===== config.mk =====
export PLATFORM = sky130hd
export DESIGN_NAME = halfword_mul_nmac_unit
export DESIGN_NICKNAME = d
export VERILOG_FILES = /design/src/verilog/halfword_mul_nmac_pkg.sv /design/src/verilog/halfword_multiplier.sv /design/src/verilog/cr0_compute.sv /design/src/verilog/halfword_mul_nmac_unit.sv
export SDC_FILE = /design/constraint.sdc
export NUM_CORES = 1
export LEC_CHECK = 0
export ABC_CLOCK_PERIOD_IN_PS = 11360
export BUFFER_PORTS_ARGS = -buffer_cell sky130_fd_sc_hd__buf_4
export CORE_ASPECT_RATIO = 0.75
export CORE_UTILIZATION = 35
export CTS_BUF_LIST = sky130_fd_sc_hd__clkbuf_2 sky130_fd_sc_hd__clkbuf_4 sky130_fd_sc_hd__clkbuf_8
export DETAILED_ROUTE_END_ITERATION = 8
export GPL_TIMING_DRIVEN = 1
export SLEW_MARGIN = 10
export SYNTH_ARGS = -nofsm -noshare
export SYNTH_HDL_FRONTEND = slang
export SYNTH_HIERARCHICAL = 1
export SYNTH_SLANG_ARGS = --single-unit

===== constraint.sdc =====
create_clock -name pclk -period 11.36 [get_ports pclk]
set_input_delay 3.408 -clock pclk [delete_from_list [all_inputs] [get_ports pclk]]
set_output_delay 3.408 -clock pclk [all_outputs]
set_load 0.05 [all_outputs]

===== src/verilog/halfword_mul_nmac_pkg.sv =====
// constants, types and register map of the halfword multiply / negative mac unit
// assumes an apb master on pclk; bit positions below are little-endian indices
//
// What this block does
// - modulo nmac: acc minus low product, low 32
// - saturating nmac: clamp overflowing difference, else low 32
// - basic nmac leaves exception reg and condition field alone
// - record forms update condition field from written result
// - overflow-enabled nmac updates overflow and summary flags
// - overflow-enabled record nmac updates both flags and condition
// - cross multiply: first low half times second high
// - signed cross multiply uses two's-complement halves
// - unsigned cross multiply uses unsigned halves
// - cross multiply never touches exception register
// - condition update chosen per opcode, else untouched
package halfword_mul_nmac_pkg;

  // register byte offsets
  localparam logic [7:0] ctrl_off   = 8'h00;
  localparam logic [7:0] src_a_off  = 8'h04;
  localparam logic [7:0] src_b_off  = 8'h08;
  localparam logic [7:0] acc_off    = 8'h0c;
  localparam logic [7:0] excp_off   = 8'h10;
  localparam logic [7:0] cr_off     = 8'h14;
  localparam logic [7:0] status_off = 8'h18;

  // ctrl fields
  localparam int ctrl_kind_lsb   = 0;
  localparam int ctrl_record_bit = 2;
  localparam int ctrl_oe_bit     = 3;

  // exception register fields (big-endian bit 0 = summary, bit 1 = overflow)
  localparam int excp_so_bit = 31;
  localparam int excp_ov_bit = 30;

  // condition field zero layout
  localparam int cr_lt_bit = 3;
  localparam int cr_gt_bit = 2;
  localparam int cr_eq_bit = 1;
  localparam int cr_so_bit = 0;

  // status fields
  localparam int status_busy_bit = 0;
  localparam int status_ovf_bit  = 1;
  localparam int status_sat_bit  = 2;
  localparam int status_cnt_lsb  = 8;

  // reset values and clamp limits
  localparam logic [31:0] word_reset = 32'h0000_0000;
  localparam logic [3:0]  cr_reset   = 4'h0;
  localparam logic [7:0]  cnt_reset  = 8'h00;
  localparam logic [31:0] sat_max    = 32'h7fff_ffff;
  localparam logic [31:0] sat_min    = 32'h8000_0000;

  typedef enum logic [1:0] {
    op_nmac_modulo        = 2'b00,
    op_nmac_saturate      = 2'b01,
    op_mul_cross_signed   = 2'b10,
    op_mul_cross_unsigned = 2'b11
  } op_kind_t;

  typedef enum logic {
    st_idle = 1'b0,
    st_exec = 1'b1
  } exec_state_t;

endpackage


===== src/verilog/halfword_multiplier.sv =====
// 16 x 16 multiplier with signed or unsigned operands, 32-bit product
// assumes operands are stable for the cycle; purely combinational
`timescale 1ns/1ps
module halfword_multiplier (
  input  wire logic [15:0] mul_a,
  input  wire logic [15:0] mul_b,
  input  wire logic        mul_signed,
  output logic      [31:0] mul_product
);

  logic [16:0] ext_a;
  logic [16:0] ext_b;
  logic [33:0] wide;

  always_comb begin
    ext_a       = {mul_signed & mul_a[15], mul_a};
    ext_b       = {mul_signed & mul_b[15], mul_b};
    wide        = 34'($signed(ext_a) * $signed(ext_b));
    mul_product = wide[31:0];
  end

endmodule


===== src/verilog/cr0_compute.sv =====
// derives condition field zero from a result word and the summary-overflow bit
// assumes the result is a signed 32-bit value; purely combinational
`timescale 1ns/1ps
module cond_field_compute (
  input  wire logic [31:0] result,
  input  wire logic        summary_ovf,
  output logic      [3:0]  cr_field
);

  always_comb begin
    cr_field = halfword_mul_nmac_pkg::cr_reset;
    cr_field[halfword_mul_nmac_pkg::cr_lt_bit] = result[31];
    cr_field[halfword_mul_nmac_pkg::cr_gt_bit] = ~result[31] & (result != 32'h0000_0000);
    cr_field[halfword_mul_nmac_pkg::cr_eq_bit] = (result == 32'h0000_0000);
    cr_field[halfword_mul_nmac_pkg::cr_so_bit] = summary_ovf;
  end

endmodule


===== src/verilog/halfword_mul_nmac_unit.sv =====
// apb-mapped datapath for negative mac low-halfword and cross-halfword multiply
// assumes a single pclk domain and an apb master that holds each request
`timescale 1ns/1ps
module halfword_mul_nmac_unit (
  input  wire logic        pclk,
  input  wire logic        presetn,
  input  wire logic        psel,
  input  wire logic        penable,
  input  wire logic        pwrite,
  input  wire logic [7:0]  paddr,
  input  wire logic [31:0] pwdata,
  output logic      [31:0] prdata,
  output logic             pready,
  output logic             pslverr
);

  ////////////////////////////////////////////////////////////////////////////
  // state

  halfword_mul_nmac_pkg::exec_state_t state;
  halfword_mul_nmac_pkg::exec_state_t next_state;
  halfword_mul_nmac_pkg::op_kind_t    op_kind;
  halfword_mul_nmac_pkg::op_kind_t    next_op_kind;

  logic        op_record;
  logic        next_op_record;
  logic        op_oe;
  logic        next_op_oe;
  logic [31:0] first_source_operand;
  logic [31:0] next_first_source_operand;
  logic [31:0] second_source_operand;
  logic [31:0] next_second_source_operand;
  logic [31:0] acc;
  logic [31:0] next_acc;
  logic [31:0] fixed_point_exception_reg;
  logic [31:0] next_fixed_point_exception_reg;
  logic [3:0]  condition_field_zero;
  logic [3:0]  next_condition_field_zero;
  logic [7:0]  op_count;
  logic [7:0]  next_op_count;
  logic        last_ovf;
  logic        next_last_ovf;
  logic        last_sat;
  logic        next_last_sat;
  logic [31:0] next_prdata;
  logic        next_pready;
  logic        next_pslverr;

  ////////////////////////////////////////////////////////////////////////////
  // datapath

  logic        is_nmac;
  logic [15:0] mul_a;
  logic [15:0] mul_b;
  logic        mul_signed;
  logic [31:0] product;
  logic [32:0] diff;
  logic        ovf;
  logic [31:0] result;
  logic        new_so;
  logic        upd_excp;
  logic [3:0]  cr_new;

  always_comb begin
    is_nmac = (op_kind == halfword_mul_nmac_pkg::op_nmac_modulo) ||
              (op_kind == halfword_mul_nmac_pkg::op_nmac_saturate);
    // big-endian bits 16:31 are the low halfword, bits 0:15 the high one
    mul_a = first_source_operand[15:0];
    if (is_nmac) begin
      mul_b      = second_source_operand[15:0];
      mul_signed = 1'b1;
    end else begin
      mul_b      = second_source_operand[31:16];
      mul_signed = (op_kind == halfword_mul_nmac_pkg::op_mul_cross_signed);
    end
  end

  halfword_multiplier u_mul (
    .mul_a       (mul_a),
    .mul_b       (mul_b),
    .mul_signed  (mul_signed),
    .mul_product (product)
  );

  always_comb begin
    // 33-bit intermediate, product is signed for the nmac group
    diff = {acc[31], acc} - {product[31], product};
    ovf  = is_nmac & (diff[32] ^ diff[31]);
    case (op_kind)
      halfword_mul_nmac_pkg::op_nmac_modulo: begin
        result = diff[31:0];
      end
      halfword_mul_nmac_pkg::op_nmac_saturate: begin
        if (ovf) begin
          // sign of the true difference picks the clamp direction
          result = diff[32] ? halfword_mul_nmac_pkg::sat_min
                            : halfword_mul_nmac_pkg::sat_max;
        end else begin
          result = diff[31:0];
        end
      end
      default: begin
        result = product;
      end
    endcase
    upd_excp = is_nmac & op_oe;
    new_so   = fixed_point_exception_reg[halfword_mul_nmac_pkg::excp_so_bit] | (upd_excp & ovf);
  end

  // summary overflow seen by the condition field is the value after this instruction
  cond_field_compute u_cond (
    .result      (result),
    .summary_ovf (new_so),
    .cr_field    (cr_new)
  );

  ////////////////////////////////////////////////////////////////////////////
  // bus decode

  logic        access;
  logic        busy;
  logic        write_ok;
  logic [31:0] rd_word;
  logic        mapped;

  always_comb begin
    access = psel & penable & ~pready;
    busy   = (state == halfword_mul_nmac_pkg::st_exec);

    // read decode
    mapped  = 1'b1;
    rd_word = halfword_mul_nmac_pkg::word_reset;
    if (paddr == halfword_mul_nmac_pkg::ctrl_off) begin
      rd_word[halfword_mul_nmac_pkg::ctrl_kind_lsb +: 2] = op_kind;
      rd_word[halfword_mul_nmac_pkg::ctrl_record_bit]    = op_record;
      rd_word[halfword_mul_nmac_pkg::ctrl_oe_bit]        = op_oe;
    end else if (paddr == halfword_mul_nmac_pkg::src_a_off) begin
      rd_word = first_source_operand;
    end else if (paddr == halfword_mul_nmac_pkg::src_b_off) begin
      rd_word = second_source_operand;
    end else if (paddr == halfword_mul_nmac_pkg::acc_off) begin
      rd_word = acc;
    end else if (paddr == halfword_mul_nmac_pkg::excp_off) begin
      rd_word = fixed_point_exception_reg;
    end else if (paddr == halfword_mul_nmac_pkg::cr_off) begin
      rd_word[3:0] = condition_field_zero;
    end else if (paddr == halfword_mul_nmac_pkg::status_off) begin
      rd_word[halfword_mul_nmac_pkg::status_busy_bit]   = busy;
      rd_word[halfword_mul_nmac_pkg::status_ovf_bit]    = last_ovf;
      rd_word[halfword_mul_nmac_pkg::status_sat_bit]    = last_sat;
      rd_word[halfword_mul_nmac_pkg::status_cnt_lsb +: 8] = op_count;
    end else begin
      mapped = 1'b0;
    end

    // writes during execution would race the write-back, so refuse them
    write_ok = access & pwrite & mapped & ~busy &
               (paddr != halfword_mul_nmac_pkg::status_off);
  end

  ////////////////////////////////////////////////////////////////////////////
  // operation select: a ctrl write latches the opcode and starts one execute cycle

  always_comb begin
    next_state     = state;
    next_op_kind   = op_kind;
    next_op_record = op_record;
    next_op_oe     = op_oe;
    case (state)
      halfword_mul_nmac_pkg::st_idle: begin
        if (write_ok && paddr == halfword_mul_nmac_pkg::ctrl_off) begin
          next_op_kind   = halfword_mul_nmac_pkg::op_kind_t'(
                             pwdata[halfword_mul_nmac_pkg::ctrl_kind_lsb +: 2]);
          next_op_record = pwdata[halfword_mul_nmac_pkg::ctrl_record_bit];
          next_op_oe     = pwdata[halfword_mul_nmac_pkg::ctrl_oe_bit];
          next_state     = halfword_mul_nmac_pkg::st_exec;
        end
      end
      default: begin
        // execute lasts exactly one cycle
        next_state = halfword_mul_nmac_pkg::st_idle;
      end
    endcase
  end

  always_ff @(posedge pclk or negedge presetn) begin
    if (!presetn) begin
      state     <= halfword_mul_nmac_pkg::st_idle;
      op_kind   <= halfword_mul_nmac_pkg::op_nmac_modulo;
      op_record <= 1'b0;
      op_oe     <= 1'b0;
    end else begin
      state     <= next_state;
      op_kind   <= next_op_kind;
      op_record <= next_op_record;
      op_oe     <= next_op_oe;
    end
  end

  ////////////////////////////////////////////////////////////////////////////
  // architected registers: operands, accumulator, exception register, condition field

  always_comb begin
    next_first_source_operand      = first_source_operand;
    next_second_source_operand     = second_source_operand;
    next_acc                       = acc;
    next_fixed_point_exception_reg = fixed_point_exception_reg;
    next_condition_field_zero      = condition_field_zero;

    // write-back of the operation, one cycle after the ctrl write
    if (busy) begin
      next_acc = result;
      if (upd_excp) begin
        next_fixed_point_exception_reg[halfword_mul_nmac_pkg::excp_ov_bit] = ovf;
        next_fixed_point_exception_reg[halfword_mul_nmac_pkg::excp_so_bit] = new_so;
      end
      if (op_record) begin
        next_condition_field_zero = cr_new;
      end
      // without oe and record both registers keep their values
    end

    // software writes; write_ok is never true in a write-back cycle
    if (write_ok) begin
      if (paddr == halfword_mul_nmac_pkg::src_a_off) begin
        next_first_source_operand = pwdata;
      end else if (paddr == halfword_mul_nmac_pkg::src_b_off) begin
        next_second_source_operand = pwdata;
      end else if (paddr == halfword_mul_nmac_pkg::acc_off) begin
        next_acc = pwdata;
      end else if (paddr == halfword_mul_nmac_pkg::excp_off) begin
        next_fixed_point_exception_reg = pwdata;
      end else if (paddr == halfword_mul_nmac_pkg::cr_off) begin
        next_condition_field_zero = pwdata[3:0];
      end
    end
  end

  always_ff @(posedge pclk or negedge presetn) begin
    if (!presetn) begin
      first_source_operand      <= halfword_mul_nmac_pkg::word_reset;
      second_source_operand     <= halfword_mul_nmac_pkg::word_reset;
      acc                       <= halfword_mul_nmac_pkg::word_reset;
      fixed_point_exception_reg <= halfword_mul_nmac_pkg::word_reset;
      condition_field_zero      <= halfword_mul_nmac_pkg::cr_reset;
    end else begin
      first_source_operand      <= next_first_source_operand;
      second_source_operand     <= next_second_source_operand;
      acc                       <= next_acc;
      fixed_point_exception_reg <= next_fixed_point_exception_reg;
      condition_field_zero      <= next_condition_field_zero;
    end
  end

  ////////////////////////////////////////////////////////////////////////////
  // status: completion count and flags of the last operation

  always_comb begin
    next_op_count = op_count;
    next_last_ovf = last_ovf;
    next_last_sat = last_sat;
    if (busy) begin
      // the count wraps, so software compares two reads to see progress
      next_op_count = op_count + 8'h01;
      next_last_ovf = ovf;
      next_last_sat = ovf & (op_kind == halfword_mul_nmac_pkg::op_nmac_saturate);
    end
  end

  always_ff @(posedge pclk or negedge presetn) begin
    if (!presetn) begin
      op_count <= halfword_mul_nmac_pkg::cnt_reset;
      last_ovf <= 1'b0;
      last_sat <= 1'b0;
    end else begin
      op_count <= next_op_count;
      last_ovf <= next_last_ovf;
      last_sat <= next_last_sat;
    end
  end

  ////////////////////////////////////////////////////////////////////////////
  // bus response: one wait state, and the answer stands for a single cycle

  always_comb begin
    next_pready  = access;
    next_pslverr = access & ~mapped;
    next_prdata  = halfword_mul_nmac_pkg::word_reset;
    if (access && mapped) begin
      if (!pwrite) begin
        next_prdata = rd_word;
      end else if (!write_ok) begin
        // busy or read-only target
        next_pslverr = 1'b1;
      end
    end
  end

  always_ff @(posedge pclk or negedge presetn) begin
    if (!presetn) begin
      prdata  <= halfword_mul_nmac_pkg::word_reset;
      pready  <= 1'b0;
      pslverr <= 1'b0;
    end else begin
      prdata  <= next_prdata;
      pready  <= next_pready;
      pslverr <= next_pslverr;
    end
  end

endmodule


==> results.sh, run 1 <==
export IMPL_via_count=16600
export IMPL_synth_commonest_cells="inv_1 (367), fa_1 (283), nand2_1 (245), dfrtp_1 (181), and2_1 (138)"
export IMPL_antenna_found_initial=0
export IMPL_yosys_cell_count_top_type="inv_1"
export IMPL_core_um2=59500
export IMPL_worst_slew_pin_slew_ps=1080
export IMPL_syn_instance_count=2237
export IMPL_synth_seq_cells=181
export IMPL_path_clk_slew_ps=110
export IMPL_hp_start="op_count[7]$_DFFE_PN0P_"
export IMPL_cts_made_buffers=17
export IMPL_final_layout_size_suffix_gt1_frac=0.143
export IMPL_p_leak_nw=11.3
export IMPL_clkLatencyLatePin_ps=490
export IMPL_slew_headroom=0.273
export IMPL_clock_sinks=181
export IMPL_place_congestion=0.941
export IMPL_yosys_top_cells_area="fa_1 (27%), dfrtp_1 (21%), mux2_2 (6.8%)"
export IMPL_peakVddDrop_mv=0.0772
export IMPL_setup_viol=0
export IMPL_whs_endpoint="op_count[7]$_DFFE_PN0P_"
export IMPL_worstPathRequired_ps=11710
export IMPL_wl_per_cell_um=21.6
export IMPL_fin_setup_tns_ps=0
export IMPL_criticalPathCategory="reg -> reg"
export IMPL_grt_setup_unrepaired="false"
export IMPL_hold_ws_ps=494
export IMPL_stdcell_area_um2=23200
export IMPL_hpwl_mm=52.6
export IMPL_fmax_mhz=93.1
export IMPL_cp_end_kind="flip-flop"
export IMPL_power_density_nw_per_um2=51.0
export IMPL_initial_core_util=0.358
export IMPL_antenna_left=0
export IMPL_clockRootBuffer="clkbuf_8"
export IMPL_fin_worst_skew_ps=22.1
export IMPL_row_count=77
export IMPL_status="finished clean"
export IMPL_slowest_stage="dfrtp_4"
export IMPL_hold_class="reg -> reg"
export IMPL_fin_crit_sh=0.945
export IMPL_yosysSeqAreaShare=0.212
export IMPL_yosysWarnings=6
export IMPL_path_max_fanout=20
export IMPL_clockBufferDepth=2
export IMPL_maxCapViolations=0
export IMPL_yosys_area_top_type="fa_1"
export IMPL_die_w_um=287
export IMPL_slowest_delay_ps=640
export IMPL_io_pins=79
export IMPL_via_per_inst=5.42
export IMPL_drc_errors=0
export IMPL_synth_edf_count=0
export IMPL_pre_cts_ws_ps=593
export IMPL_hold_path_depth=1
export IMPL_synth_cell_type_count=84
export IMPL_placed_area_um2=22800
export IMPL_first_pass_iters=7
export IMPL_h_tree_depth=4
export IMPL_first_iter_violations=1504
export IMPL_synth_async_sr_flop_share=1.00
export IMPL_overflow=0
export IMPL_area_delta_synth_final_pct=8.77
export IMPL_port_buffers=78
export IMPL_die_area_um2=61900
export IMPL_power_mw=1.18
export IMPL_grt_max_degree=126
export IMPL_grt_total_usage=0.220
export IMPL_r2r_slack_ps=620
export IMPL_layout_nets=2705
export IMPL_cp_start_kind="flip-flop"
export IMPL_drt_wl_total_mm=66.2
export IMPL_r2r_start="op_kind[1]$_DFFE_PN0P_"
export IMPL_r2r_end="condition_field_zero[2]$_DFF_PN0_"
export IMPL_hold_viol_final=0
export IMPL_maxSlewViolCount=0
export IMPL_grt_pass1_vias=17100
export IMPL_dieHeight_um=216
export IMPL_synth_top_area_frac=0.266
export IMPL_timing_final_ws_setup_ps=622
export IMPL_reg2reg_depth=38
export IMPL_ys_flop_type="dfrtp_1"
export IMPL_synthesis_area_um2=21300
export IMPL_min_period_ps=10740
export IMPL_cts_tree="done"
export IMPL_cp_arrival_ps=11090
export IMPL_syn_nets=2680
export IMPL_grt_pass1_wl_mm=105
export IMPL_avgSynthCellArea_um2=9.53
area by class of cell:
class / instances / area [µm²]
diodes: 2 / 5.00
clock inverters: 14 / 183
multi-input cells: 1583 / 15000
fillers: 5922 / 36300
flip-flops and latches: 181 / 4530
inverters: 367 / 1380
well taps: 790 / 988
repair buffers: 112 / 847
clock buffers: 18 / 248
layer usage:
metal	global-route usage	vias to the layer above	share of wire	wire, µm
li1	-	7384	-	-
met1	0.339	8640	0.49	32100
met2	0.329	555	0.44	28900
met3	0.0341	40	0.065	4290
met4	0.0348	0	0.013	837
met5	0	-	0	0
layout by cell type (no fill, tap or decap), types with 7 or more instances in the layout:
cell      count
a21boi_0      7
a21o_1       23
a21oi_1      80
a221o_1       8
a221oi_1     25
a222oi_1     13
a22oi_1      30
a31oi_1      11
and2_1      138
and3_1       25
buf_4       111
clkbuf_8     19
dfrtp_1     180
fa_1        283
ha_1        115
inv_1       367
mux2_2      128
mux2i_1      13
nand2_1     245
nand2b_1     10
nand3_1      18
nand4_1      19
nor2_1       95
nor3_1        7
nor4_1        8
o211ai_1     16
o21a_1       13
o21ai_0      50
o21bai_1      7
o31ai_1       7
or2_2        10
xnor2_1      50
xor2_1       24
how the worst max path moves through the flow:
stage,endpoint,depth (start not counted),slack (ps),start
global route,condition_field_zero[2]$_DFF_PN0_,38,50,op_kind[1]$_DFFE_PN0P_
CTS,condition_field_zero[2]$_DFF_PN0_,38,550,op_kind[1]$_DFFE_PN0P_
detailed placement,condition_field_zero[2]$_DFF_PN0_,38,590,op_kind[1]$_DFFE_PN0P_
finish,condition_field_zero[2]$_DFF_PN0_,38,620,op_kind[1]$_DFFE_PN0P_
global placement,condition_field_zero[2]$_DFF_PN0_,37,750,op_kind[1]$_DFFE_PN0P_
floorplan,condition_field_zero[2]$_DFF_PN0_,44,1200,op_kind[1]$_DFFE_PN0P_
cell families (layout without fill, tap and decap cells):
family	count (synthesis)	in the layout	share of synthesized area
and+or+nand+nor	601	601	0.137
buffers and inverters	473	511	0.0850
adders and majority gates	398	398	0.333
AOI/OAI and AO/OA	367	367	0.127
DFF	181	181	0.212
muxes	143	143	0.0753
xor gates and xnor gates	74	74	0.0304
other	0	2	0
through the flow:
stage,util,std cells
finish,0.390,3067
detailed placement,0.382,3033
global placement,0.382,3033
global route,0.390,3065
floorplan,-,2237
CTS,0.389,3065
power by group:
group | internal [mW] | switching, mW | total (mW)
Sequential | 0.645 | 0.000733 | 0.645
Clock | 0.196 | 0.287 | 0.482
Combinational | 0.0172 | 0.0371 | 0.0543
Total | 0.857 | 0.325 | 1.18
repair_timing:
action                                 CTS  global route
setup buffers                            0             0
hold buffers                             0             0
endpoints found under the hold margin    0             0
resized for setup                        0             2
setup endpoints to repair                0             1
critical path: cells and delay by family, from the launching register on:
| family | cells | cell delay [ps] |
|---|---|---|
| XOR/XNOR | 1 | 140 |
| adder cells (fa/ha/maj) | 8 | 3820 |
| buffers and inverters | 7 | 620 |
| multiplexers | 2 | 640 |
| flip-flops | 1 | 640 |
| AND/OR/NAND/NOR | 8 | 1790 |
| AO/OA/AOI/OAI | 12 | 2960 |
Note: power is estimated with default switching activity, not from simulation.
==> run 2, diff against run 1 <==
--- a/config.mk
+++ b/config.mk
@@ -12,6 +12,7 @@
 export CTS_BUF_LIST = sky130_fd_sc_hd__clkbuf_2 sky130_fd_sc_hd__clkbuf_4 sky130_fd_sc_hd__clkbuf_8
 export DETAILED_ROUTE_END_ITERATION = 8
 export GPL_TIMING_DRIVEN = 1
+export MAX_ROUTING_LAYER = met4
 export SLEW_MARGIN = 10
 export SYNTH_ARGS = -nofsm -noshare
 export SYNTH_HDL_FRONTEND = slang
==> run 2 against run 1 <==
Sequential share of layout area is 0.059 points lower. Global-route usage rose by 1.2 points. Utilization increased by 0.12 points. Register-to-register slack improved by 140 ps. Clock power down 3%. Highest routed layer unchanged.
==> results.sh, run 2 (same netlist as run 1, synthesis figures left out) <==
export IMPL_status="finished clean"
export IMPL_worst_slew_pin_slew_ps=1200
export IMPL_maxSlewViolCount=0
export IMPL_setup_viol=0
export IMPL_grt_setup_unrepaired="false"
export IMPL_h_tree_depth=4
export IMPL_place_congestion=0.909
export IMPL_p_leak_nw=11.3
export IMPL_path_clk_slew_ps=110
export IMPL_cp_end_kind="flip-flop"
export IMPL_slowest_delay_ps=670
export IMPL_antenna_found_initial=1
export IMPL_via_count=16700
export IMPL_overflow=0
export IMPL_criticalPathCategory="reg -> reg"
export IMPL_clock_sinks=181
export IMPL_peakVddDrop_mv=0.0616
export IMPL_fillers=5937
export IMPL_row_count=77
export IMPL_worstPathRequired_ps=11710
export IMPL_die_w_um=287
export IMPL_final_common_cell="inv_1"
export IMPL_area_delta_synth_final_pct=9.10
export IMPL_clockRootBuffer="clkbuf_8"
export IMPL_fmax_mhz=94.4
export IMPL_first_pass_iters=7
export IMPL_path_depth=35
export IMPL_antenna_left=0
export IMPL_post_cts_setup_buffers=0
export IMPL_hold_class="reg -> reg"
export IMPL_power_mw=1.17
export IMPL_final_layout_size_suffix_gt1_frac=0.146
export IMPL_wl_per_cell_um=22.1
export IMPL_hold_path_depth=1
export IMPL_cp_num_buf_inv=5
export IMPL_grt_total_usage=0.232
export IMPL_cp_start_kind="flip-flop"
export IMPL_port_buffers=78
export IMPL_post_route_util=0.391
export IMPL_cp_arrival_ps=10940
export IMPL_fin_cells=3072
export IMPL_final_cell_mix="inv_1 (367), fa_1 (283), nand2_1 (245), dfrtp_1 (180), and2_1 (138)"
export IMPL_drc_errors=0
export IMPL_grt_max_degree=90
export IMPL_fin_crit_sh=0.933
export IMPL_cts_tree="done"
export IMPL_reg2reg_depth=35
export IMPL_fin_worst_skew_ps=24.0
export IMPL_via_per_inst=5.42
export IMPL_grt_pass1_wl_mm=107
export IMPL_initial_core_util=0.358
export IMPL_fin_setup_tns_ps=0
export IMPL_die_area_um2=61900
export IMPL_first_iter_violations=1455
export IMPL_grt_pass1_vias=17300
export IMPL_cts_made_buffers=17
export IMPL_io_pins=79
export IMPL_dieHeight_um=216
export IMPL_drt_wl_total_mm=67.9
export IMPL_hpwl_mm=54.0
export IMPL_path_max_fanout=22
export IMPL_core_um2=59500
export IMPL_min_period_ps=10590
export IMPL_power_density_nw_per_um2=50.2
export IMPL_slowest_stage="dfrtp_4"
export IMPL_hold_viol_final=0
export IMPL_clkLatencyLatePin_ps=490
export IMPL_layout_nets=2711
export IMPL_maxCapViolations=0
export IMPL_critPathTopFamily="adder cells"
export IMPL_clockBufferDepth=2
export IMPL_crit_top_cell="fa_1"
export IMPL_dpl_cell_count=3039
export IMPL_slew_headroom=0.197
## run 2: cell count changes in the layout (fill, tap and decap cells not counted), sizes merged
cell | before | now
clkinv | 5 | 4
clkinvlp | 1 | 0
inv | 374 | 377
bufinv | 1 | 0
buf | 111 | 117
diode | 2 | 1
## run 2: path summary, 6_finish.rpt
path	from	endpoint	slack [ps]
setup / recovery	op_kind[1]$_DFFE_PN0P_	condition_field_zero[2]$_DFF_PN0_	770
hold / removal	op_count[7]$_DFFE_PN0P_	op_count[7]$_DFFE_PN0P_	490
setup reg to reg	op_kind[1]$_DFFE_PN0P_	condition_field_zero[2]$_DFF_PN0_	770
hold reg to reg	op_count[7]$_DFFE_PN0P_	op_count[7]$_DFFE_PN0P_	490
max in group asynchronous	presetn	op_kind[1]$_DFFE_PN0P_	6550
min in group asynchronous	presetn	fixed_point_exception_reg[10]$_DFFE_PN0P_	2980
## run 2: layout make-up
cell class	count	area, µm²	area share
Multi-Input combinational cell	1583	15000	0.646
Timing Repair Buffer	118	905	0.0389
Tap cell	790	988	0.0425
Antenna cell	1	2.50	0.000108
Inverter	367	1380	0.0592
Sequential cell	181	4530	0.195
Clock inverter	14	173	0.00742
Clock buffer	18	248	0.0106
## run 2: timing repair
action                                  CTS  global route
gates resized for setup                   0             8
hold buffers                              0             0
endpoints found under the setup margin    0             2
## run 2: per-stage QoR
step	hold WS [ps]	setup WS, ps	instance area (µm²)
floorplan	446	1200	21300
global placement	470	601	22800
detailed placement	473	513	22800
CTS	493	485	23200
global route	502	106	23300
finish	495	765	23300
## run 2: worst register-to-register path: cells and delay by family (launching register included)
family,cells,cell delay (ps)
simple gates,9,2370
fa+ha+maj,8,3660
buf+inv,5,320
flops,1,670
xor+xnor,1,160
compound gates,10,2590
mux,2,690
## run 2: layer usage
metal  part of all wire  GRT usage  vias up
met1               0.48      0.345     8684
met2               0.45      0.344      571
li1                   -          -     7375
met3              0.067     0.0320       30
met5                  0          -        -
met4             0.0076     0.0257        0
## run 2: power breakdown
part	switching (mW)	internal (mW)	leakage [nW]
Sequential	0.000736	0.645	2.34
Clock	0.289	0.177	0.211
Combinational	0.0379	0.0175	8.76
Total	0.327	0.840	11.3
